### config.mk
export PLATFORM = sky130hd
export DESIGN_NAME = thermal_array_map
export DESIGN_NICKNAME = d
export VERILOG_FILES = /design/src/logic/thermal_map_pkg.sv /design/src/logic/thermal_array_map.sv
export SDC_FILE = /design/constraint.sdc
export NUM_CORES = 2
export LEC_CHECK = 0
export BUFFER_PORTS_ARGS = -buffer_cell sky130_fd_sc_hd__buf_4
export CAP_MARGIN = 20
export CELL_PAD_IN_SITES_DETAIL_PLACEMENT = 0
export CELL_PAD_IN_SITES_GLOBAL_PLACEMENT = 1
export CORE_AREA = 2 2 369 371
export DETAILED_ROUTE_END_ITERATION = 8
export DIE_AREA = 0 0 371 373
export GPL_ROUTABILITY_DRIVEN = 0
export GPL_TIMING_DRIVEN = 0
export PLACE_DENSITY = 0.82
export SLEW_MARGIN = 15
export SYNTH_ARGS = -nofsm -noshare
export SYNTH_HDL_FRONTEND = slang
export SYNTH_SLANG_ARGS = --single-unit
export TNS_END_PERCENT = 50
### constraint.sdc
create_clock -name clock -period 2.8 [get_ports clock]
set_clock_uncertainty 0.1 [all_clocks]
set_input_delay 0.56 -clock clock [delete_from_list [all_inputs] [get_ports clock]]
set_output_delay 0.56 -clock clock [all_outputs]
set_load 0.02 [all_outputs]
### src/logic/thermal_map_pkg.sv
package thermal_map_pkg;

    // Result memory layout (word locations).
    localparam int RAM_WORDS = 98;
    localparam logic [15:0] AMBIENT_LOC = 16'h0000;
    localparam logic [15:0] OBJ_FIRST_LOC = 16'h0001;
    localparam logic [15:0] OBJ_LAST_LOC = 16'h0020;
    localparam logic [15:0] REF_RAW_LOC = 16'h0041;
    localparam logic [15:0] PIX_RAW_FIRST_LOC = 16'h0042;
    localparam logic [15:0] PIX_RAW_LAST_LOC = 16'h0061;
    localparam logic [15:0] TEMP_WRAP_MAX = 16'hFFFF;

    // Configuration store layout (byte addresses, MSB first).
    localparam int CFG_BYTES = 14;
    localparam logic [15:0] ID_MSB_ADDR = 16'h0000;
    localparam logic [15:0] ID_LSB_ADDR = 16'h0001;
    localparam logic [15:0] SA_MSB_ADDR = 16'h0004;
    localparam logic [15:0] SA_LSB_ADDR = 16'h0005;
    localparam logic [15:0] DEV_MSB_ADDR = 16'h0008;
    localparam logic [15:0] DEV_LSB_ADDR = 16'h0009;
    localparam logic [15:0] AVG_MSB_ADDR = 16'h000C;
    localparam logic [15:0] AVG_LSB_ADDR = 16'h000D;
    localparam logic [15:0] CFG_READ_MASK = 16'h3333;
    localparam logic [15:0] CFG_WRITE_MASK = 16'h3323;
    localparam logic [7:0] SA_FIELD_MASK = 8'h7F;
    localparam int AMB_COMP_BIT = 2;

    // Reset values.
    localparam logic [7:0] SA_DEFAULT = 8'h0A;
    localparam logic [15:0] AVG_DEFAULT = 16'h000D;

    // Request from the serial front end, already deframed.
    typedef struct packed {
        logic valid;
        logic is_cfg;
        logic write;
        logic [15:0] addr;
        logic [7:0] wdata;
    } host_req_t;

    // New result from the measurement core.
    typedef struct packed {
        logic valid;
        logic [6:0] addr;
        logic [15:0] data;
    } result_upd_t;

endpackage

### src/logic/thermal_array_map.sv
`timescale 1ns/1ps
// Notes on behaviour
// - Core results are stored at fixed locations.
// - Location 0 holds ambient in tenths degree.
// - Negative temperature stored as 65535 minus magnitude.
// - Location 65 holds raw reference sensor value.
// - Locations 66-97 hold raw pixel values.
// - Config bytes 0,1 hold writable sensor identifier.
// - Bytes 4,5 hold 7-bit slave address, default 0A.
// - Device type third bit enables ambient compensation.
// - Bytes 12,13 hold averaging count, default 13.
// - Result memory read only; config bytes 0,1,5,8,9,12,13 read and write, byte 4 read only, other bytes refused.
module thermal_array_map #(
    parameter logic [15:0] ID_DEFAULT = 16'h0000,
    parameter logic [15:0] DEV_TYPE_DEFAULT = 16'h0004
) (
    // Clock and reset
    input wire logic clock,
    input wire logic nrst,
    // Measurement core results
    input wire thermal_map_pkg::result_upd_t upd,
    // Deframed bus master requests
    input wire thermal_map_pkg::host_req_t host_req,
    // Answers to the bus master
    output logic rsp_valid,
    output logic rsp_refused,
    output logic [15:0] rsp_data,
    // Configuration seen by the measurement core
    output logic [15:0] sensor_id,
    output logic [6:0] slave_address,
    output logic amb_comp_enable,
    output logic [15:0] averaging_count
);

    // ----------------------------------------------------------------
    // Result update decode
    // ----------------------------------------------------------------
    logic [15:0] result_mem [0:thermal_map_pkg::RAM_WORDS-1];
    logic [7:0] cfg_mem [0:thermal_map_pkg::CFG_BYTES-1];

    wire logic [15:0] upd_loc = {9'h000, upd.addr};
    wire logic upd_is_temp =
        upd_loc <= thermal_map_pkg::OBJ_LAST_LOC;
    wire logic upd_is_raw = upd_loc >= thermal_map_pkg::REF_RAW_LOC
        && upd_loc <= thermal_map_pkg::PIX_RAW_LAST_LOC;
    wire logic upd_ok = upd.valid && (upd_is_temp || upd_is_raw);
    wire logic [15:0] upd_mag = upd.data[15]
        ? 16'(~upd.data + 16'h0001) : upd.data;
    // Temperatures arrive signed; raw values pass untouched.
    wire logic [15:0] upd_enc = (upd_is_temp && upd.data[15])
        ? thermal_map_pkg::TEMP_WRAP_MAX - upd_mag
        : upd.data;

    // ----------------------------------------------------------------
    // Bus master request decode
    // ----------------------------------------------------------------
    wire logic [15:0] addr = host_req.addr;
    wire logic [3:0] cfg_idx = addr[3:0];
    wire logic [6:0] ram_idx = addr[6:0];
    wire logic ram_hit = addr <= thermal_map_pkg::OBJ_LAST_LOC
        || (addr >= thermal_map_pkg::REF_RAW_LOC
        && addr <= thermal_map_pkg::PIX_RAW_LAST_LOC);
    wire logic cfg_in_range = addr < 16'(thermal_map_pkg::CFG_BYTES);
    wire logic cfg_rd_ok = cfg_in_range
        && thermal_map_pkg::CFG_READ_MASK[cfg_idx];
    wire logic cfg_wr_ok = cfg_in_range
        && thermal_map_pkg::CFG_WRITE_MASK[cfg_idx];
    // Writes into result memory are never accepted.
    wire logic req_refused = host_req.is_cfg
        ? (host_req.write ? !cfg_wr_ok : !cfg_rd_ok)
        : (host_req.write || !ram_hit);
    wire logic cfg_we = host_req.valid && host_req.is_cfg
        && host_req.write && cfg_wr_ok;
    wire logic [7:0] cfg_wbyte = (addr == thermal_map_pkg::SA_LSB_ADDR)
        ? (host_req.wdata & thermal_map_pkg::SA_FIELD_MASK)
        : host_req.wdata;
    wire logic [15:0] rd_word = host_req.is_cfg
        ? {8'h00, cfg_mem[cfg_idx]}
        : result_mem[ram_idx];
    wire logic [15:0] next_rsp_data = req_refused ? 16'h0000 : rd_word;

    // ----------------------------------------------------------------
    // Result memory
    // ----------------------------------------------------------------
    always_ff @(posedge clock or negedge nrst) begin
        if (!nrst) begin
            for (int i = 0; i < thermal_map_pkg::RAM_WORDS; i++) begin
                result_mem[i] <= 16'h0000;
            end
        end else if (upd_ok) begin
            result_mem[upd.addr] <= upd_enc;
        end
    end

    // ----------------------------------------------------------------
    // Configuration store
    // ----------------------------------------------------------------
    always_ff @(posedge clock or negedge nrst) begin
        if (!nrst) begin
            for (int i = 0; i < thermal_map_pkg::CFG_BYTES; i++) begin
                cfg_mem[i] <= 8'h00;
            end
            cfg_mem[0] <= ID_DEFAULT[15:8];
            cfg_mem[1] <= ID_DEFAULT[7:0];
            cfg_mem[5] <= thermal_map_pkg::SA_DEFAULT;
            cfg_mem[8] <= DEV_TYPE_DEFAULT[15:8];
            cfg_mem[9] <= DEV_TYPE_DEFAULT[7:0];
            cfg_mem[12] <= thermal_map_pkg::AVG_DEFAULT[15:8];
            cfg_mem[13] <= thermal_map_pkg::AVG_DEFAULT[7:0];
        end else if (cfg_we) begin
            cfg_mem[cfg_idx] <= cfg_wbyte;
        end
    end

    // ----------------------------------------------------------------
    // Outputs
    // ----------------------------------------------------------------
    always_ff @(posedge clock or negedge nrst) begin
        if (!nrst) begin
            rsp_valid <= 1'b0;
            rsp_refused <= 1'b0;
            rsp_data <= 16'h0000;
        end else begin
            rsp_valid <= host_req.valid;
            rsp_refused <= host_req.valid && req_refused;
            rsp_data <= host_req.valid ? next_rsp_data : 16'h0000;
        end
    end

    always_ff @(posedge clock or negedge nrst) begin
        if (!nrst) begin
            sensor_id <= ID_DEFAULT;
            slave_address <= thermal_map_pkg::SA_DEFAULT[6:0];
            amb_comp_enable <= DEV_TYPE_DEFAULT[thermal_map_pkg::AMB_COMP_BIT];
            averaging_count <= thermal_map_pkg::AVG_DEFAULT;
        end else begin
            sensor_id <= {cfg_mem[0], cfg_mem[1]};
            slave_address <= cfg_mem[5][6:0];
            amb_comp_enable <=
                cfg_mem[9][thermal_map_pkg::AMB_COMP_BIT];
            averaging_count <= {cfg_mem[12], cfg_mem[13]};
        end
    end
endmodule

# Word-level counts from Yosys, hierarchy flattened
# Memory sizes are Yosys's and may differ from the RTL's.
# Cells that the tools add are included.
dict set report op_classes {
  order_cmp 13
  n_reduce_logical 18
  n_mux 22
  bitwise 4
  n_addsub 2
  eq_ne 1
}
# op n
set op_table {}
lappend op_table {{$bwmux W1568} 1}
lappend op_table {{$mux W16} 8}
lappend op_table {{$bmux W16 S7} 1}
lappend op_table {{$bwmux W112} 1}
lappend op_table {{$demux W16 S7} 1}
lappend op_table {{$bmux W8 S4} 1}
lappend op_table {{$demux W8 S4} 1}
lappend op_table {{$mux W8} 4}
lappend op_table {{$add A16 B1 Y16 const B} 1}
lappend op_table {{$eq A16 B3 Y1 const B} 1}
lappend op_table {{$ge A16 B7 Y1 const B} 1}
lappend op_table {{$ge A8 B8 Y1 const B} 2}
lappend op_table {{$le A16 B6 Y1 const B} 1}
lappend op_table {{$le A16 B7 Y1 const B} 1}
lappend op_table {{$lt A16 B4 Y1 const B} 1}
lappend op_table {{$not A16 Y16} 1}
lappend op_table {{$not A7 Y8} 2}
lappend op_table {{$sub A16 B16 Y16 const A} 1}
lappend op_table {{$logic_and A1 B1 Y1} 12}
lappend op_table {{$lt A8 B1 Y1 const B} 1}
lappend op_table {{$ge A7 B7 Y1 const B} 1}
lappend op_table {{$le A7 B6 Y1 const B} 1}
lappend op_table {{$le A7 B7 Y1 const B} 1}
lappend op_table {{$ge A5 B5 Y1 const B} 1}
lappend op_table {{other kinds (6)} 13}
dict set report word_totals {
  mem_count 2
  wordCells 181
  out_inout_bits 58
  input_bits 53
  regBits 1738
  mem_bits_ro 32
}
# name depth word_bits read_ports rd_ports_with_merged_regs write_ports line_no
set mem_list {}
lappend mem_list {{(no name shown)} 16 1 1 0 0 thermal_array_map.sv:67} ;# && thermal_map_pkg::CFG_WRITE_MASK[cfg_idx];
lappend mem_list {{(no name shown)} 16 1 1 0 0 thermal_array_map.sv:65} ;# && thermal_map_pkg::CFG_READ_MASK[cfg_idx];

# Longest topological paths before layout
dict set report logic_depth {
  word_depth 8
  mapped_depth 13
  mapped_depth_nobuf 6
}

# Worst setup path before layout
# Ideal clock, no wire load.
dict set report synth_timing {
  path_kind {input to register}
  startpoint {in host_req[8] (netlist bit)}
  endpoint {reg rsp_data[13]}
  arrival_time_ps 2808
  n_path_buf 4
  setup_slack_ps -228
  cell_stages 10
  cell_sequence {clkbuf_1 -> buf_4 -> buf_2 -> buf_2 -> mux4_2 -> mux2i_1 -> nor3_1 -> a2111oi_0 -> o31ai_1 -> and3_1}
}
dict set report synth_between {
  elab_chain_len 8
  word_cells_on_any_way 25
  classes_between {order compare: 4; mux: 10; bitwise: 1; reduce/logical: 8; memory: 2}
}
# element line_no
set synth_rtl {}
lappend synth_rtl {{start, declared} thermal_array_map.sv:23} ;# input wire thermal_map_pkg::host_req_t host_req,
lappend synth_rtl {{$ge A16 B7 Y1, or another cell as far along} thermal_array_map.sv:61} ;# || (addr >= thermal_map_pkg::REF_RAW_LOC
lappend synth_rtl {{$logic_and A1 B1 Y1, or another cell as far along} thermal_array_map.sv:62} ;# && addr <= thermal_map_pkg::PIX_RAW_LAST_LOC);
lappend synth_rtl {{$logic_or A1 B1 Y1, or another cell as far along} thermal_array_map.sv:61}
lappend synth_rtl {{$logic_not A1 Y1, on equally long branches} {thermal_array_map.sv:71, thermal_array_map.sv:70}}
lappend synth_rtl {{$logic_or A1 B1 Y1 / $mux W1 (equally long branches)} {thermal_array_map.sv:71, thermal_array_map.sv:70}}
lappend synth_rtl {{$mux W1} thermal_array_map.sv:70} ;# ? (host_req.write ? !cfg_wr_ok : !cfg_rd_ok)
lappend synth_rtl {{$mux W16 *} thermal_array_map.sv:80} ;# wire logic [15:0] next_rsp_data = req_refused ? 16'h0000 : rd_word;
lappend synth_rtl {{$mux W16 *} thermal_array_map.sv:126} ;# rsp_data <= host_req.valid ? next_rsp_data : 16'h0000;
lappend synth_rtl {{end signal, assigned} thermal_array_map.sv:126}
lappend synth_rtl {{end, declared} thermal_array_map.sv:27} ;# output logic [15:0] rsp_data,
# Mark *: on every way between the ends. The rest lies on a longest branch, timed or not. The select of a mux whose other input is x is not followed.
# A chain may end at the register's enable or synchronous reset.

# Worst setup path after layout
dict set report layout_timing {
  startpoint {in host_req[11] (netlist bit)}
  endpoint {reg rsp_data[5]}
}
# Same word-level chain as after synthesis.

==> reports/qor.txt <==
Pwr Density = 690 nW/µm²
Final hold vios = 121
Switching power = 0.0146 W
Sequential fraction of the synthesis area = 60.3%
Tightest hold margin = -0.431 ns
I/O pin cnt = 111
Share of cells above drive strength 1 = 19.4%
Post-synthesis mux area share = 15.8%
DRT Pass-1 Iters = 7
Antenna violations before repair = 10
Tot GR Track Use = 38.9%
Total CTS buffers = 169
Complex-gate fraction of the synthesized area = 10.2%
Crit path max fanout = 10
Max-Slew Margin vs Limit = 8.20%
Sw frac = 26.6%
Max Slew Vio Count = 0
GR Overflow Total = 0
Cells after synthesis = 5883
Synth Area in Adders = 0.0183%
Core Area = 135000 µm²
Mapped Nets = 5937
Startpoint Class = input pin
# port buffers = 101
Met1 Routed Length = 95600 µm
Die area = 138000 µm²
Number of global-route vias before repair = 50700
Die height = 373 µm
CTS tree = done
Yosys top cell area share = 59.8%
Final wirelength = 267000 µm
Area of the mapped netlist = 68200 µm²
Area Overhead vs Synth = 16.7%
Crit path capture type = register
WL met2 = 110000 µm
Slew @ Worst Pin = 1.37 ns
Synth Flop Type = dfrtp_1
Cell Count, Final, Fillers Out = 8130
Placed cells = 7796
Post-DP HPWL = 186000 µm
Nets = 6250
Finished Cell Area = 79600 µm²
Power Internal = 0.0403 W
Post-Synth XOR/XNOR Area = 0.180%
Crit path DAT = 3.54 ns
Dominant combinational cell family by area after synthesis = multiplexers
Most area-hungry cell type in the Yosys netlist = dfrtp_1
Max Freq = 0.336 GHz
Post-synth EDFFs = 0
Final Cycle Share = 106%
Die Wd = 371 µm
Clock Root Buffer = clkbuf_16
Max-cap viol count = 0
Failing checks = hold timing, setup timing
Clock Path Buffers = 3
First-pass GRT wire length = 375000 µm
Setup CP Type = in -> reg
Unrepaired setup endpoints after global routing = true
Synth Register Bits = 1642
Routed vias = 52300
DP Area = 71900 µm²
Drt wl/cell = 32.8 µm
Reg power frac = 47.2%
Simple-Gate Fraction of Synth Area = 7.84%
Peak supply drop = 550 µV
Hold_buf cts = 8
Post-layout min period = 2.98 ns
Critical path required time = 3.36 ns
Top Layer Used = met5
Filler Cell Count = 10900
Clock power share = 42.2%
CTS Sinks = 1642
Syn Area/Cell = 11.6 µm²
Outcome = finished, violations left
Hold Path Class = in -> async
Clock H-tree levels = 4
DRC viols = 0
Final setup vio count = 41
Initial Util = 50.7%
Ys Warns = 0
Antenna-violating nets left = 0
Area contributors post-synth = dfrtp_1 60%, mux4_2 11%, o21ai_0 5.8%
Setup ws final = -0.176 ns
Avg Vias per Cell = 6.43
Clock latency at the later pin of the worst-skew pair = 0.84 ns
FFs w/ async S/R, synth = 100%
Iter 0 DRT Violations = 8280
Synth cell types = 59
Clock-pin slew on the worst setup and hold paths = 0.06 ns
Leakage = 36.0 nW
Met3 wire len = 37400 µm
Logic pwr share = 10.5%
Largest net degree at the start of global routing = 173
Rows = 135
[power by group through the flow]
stage               logic (W)  clock network [W]  registers (W)
global route          0.00602             0.0242         0.0261
finish                0.00580             0.0232         0.0260
CTS                   0.00552             0.0232         0.0259
detailed placement    0.00523                  0         0.0263
global placement      0.00501                  0         0.0263
floorplan             0.00275                  0         0.0260
[placed cells by master (no fill, tap or decap), types with 16 or more instances in the layout]
cell	count
buf_4	124
a22o_1	24
nor2_1	254
buf_6	42
nand2_1	919
clkbuf_4	39
a22oi_1	50
a21oi_1	237
o211ai_1	22
clkbuf_16	169
mux4_2	329
clkbuf_1	755
mux2i_2	16
o21ai_0	784
clkinv_2	28
buf_12	28
nor3_1	19
nor2b_1	20
nand3_1	25
buf_8	18
clkbuf_8	53
o21ai_1	58
dfrtp_1	1630
mux2_2	115
mux2i_1	183
clkbuf_2	65
[cell type report]
class                      count  area [µm²]  share of cell area [%]
tap                         1781        2230                    2.80
antenna                       14        35.0                  0.0440
multi-input combinational   3285       24300                    30.5
timing repair buffer         144        1440                    1.81
inverter                      14        52.6                  0.0660
clock buffer                 249        4920                    6.18
clock inverter                61         737                   0.925
sequential                  1642       41100                    51.6
buffer                       940        4860                    6.11
[timing repair]
| action | CTS | global route |
|---|---|---|
| endpoints found under the hold margin | 172 | 121 |
| pin swaps | 12 | 6 |
| gates resized for setup | 449 | 106 |
| setup endpoints to repair | 793 | 769 |
| buffers inserted | 3 | 1 |
[flip-flops by register name, summed over array words and instances (netlist names)]
name,cells
rsp_data,16
rsp_valid,1
averaging_count,16
slave_address,7
sensor_id,16
result_mem,1472
amb_comp_enable,1
cfg_mem,112
rsp_refused,1
[final timing paths]
check	endpoint	slack, ns	cells after the start	from
setup / recovery	rsp_data[5]	-0.18	10	host_req[11]
setup reg to reg	rsp_data[13]	0.02	5	result_mem[749]
hold reg to reg	slave_address[3]	0.28	0	cfg_mem[67]
max in group asynchronous	result_mem[115]	0.46	4	nrst
min in group clock	cfg_mem[47]	0.13	3	host_req[7]
hold / removal	result_mem[576]	-0.43	1	nrst
[logic make-up (layout without fill, tap and decap cells)]
logic type / after synthesis / count (layout)
other: 0 / 14
XOR/XNOR: 14 / 14
AO/OA/AOI/OAI: 1289 / 1289
AND/OR/NAND/NOR: 1328 / 1328
flip-flops: 1642 / 1642
multiplexers: 653 / 653
buffers and inverters: 956 / 1408
adder cells (fa/ha/maj): 1 / 1
[routing by layer]
metal  vias to the layer above  GRT usage [%]
met2                      3798           52.8
met5                         -          0.819
met3                       994           16.0
met4                        12           28.3
met1                     26800           49.9
li1                      20700              -
[cells in the mapped netlist (all sizes together), types with 16 or more instances]
cell / count
a22oi: 57
nor2b: 22
nand3: 30
nor4: 16
a22o: 24
o21ai: 853
nand2: 921
nor2: 263
mux4: 329
buf: 98
o211ai: 22
clkbuf: 844
mux2i: 209
nor3: 27
a31oi: 17
a21oi: 253
dfrtp: 1630
nand2b: 16
mux2: 115
[worst max-delay path, stage by stage]
cell,delay (ns)
buf_2,0.29
buf_2,0.42
nor2b_1,0.18
clkbuf_2,0.40
clkbuf_2,0.58
a22oi_1,0.16
nand3_1,0.27
nand3_1,0.26
a21oi_4,0.25
o31ai_4,0.11
[stage by stage]
| stage | util [%] | power [W] | setup slack (ns) | hold WS [ns] | setup TNS [ns] |
|---|---|---|---|---|---|
| 2_1_floorplan | - | 0.0288 | -0.155 | 0.164 | -8.94 |
| 5_1_grt | 59.1 | 0.0563 | -0.0249 | -0.369 | -0.0769 |
| 4_1_cts | 58.9 | 0.0546 | -0.198 | -0.389 | -0.198 |
| 3_3_place_gp | 52.9 | 0.0313 | -18.67 | 0.267 | - |
| 3_5_place_dp | 53.4 | 0.0315 | -2.77 | 0.267 | -1572.69 |
| 6_report | 59.2 | 0.0550 | -0.176 | -0.431 | -1.82 |
Power figures use the tool's default switching activity.
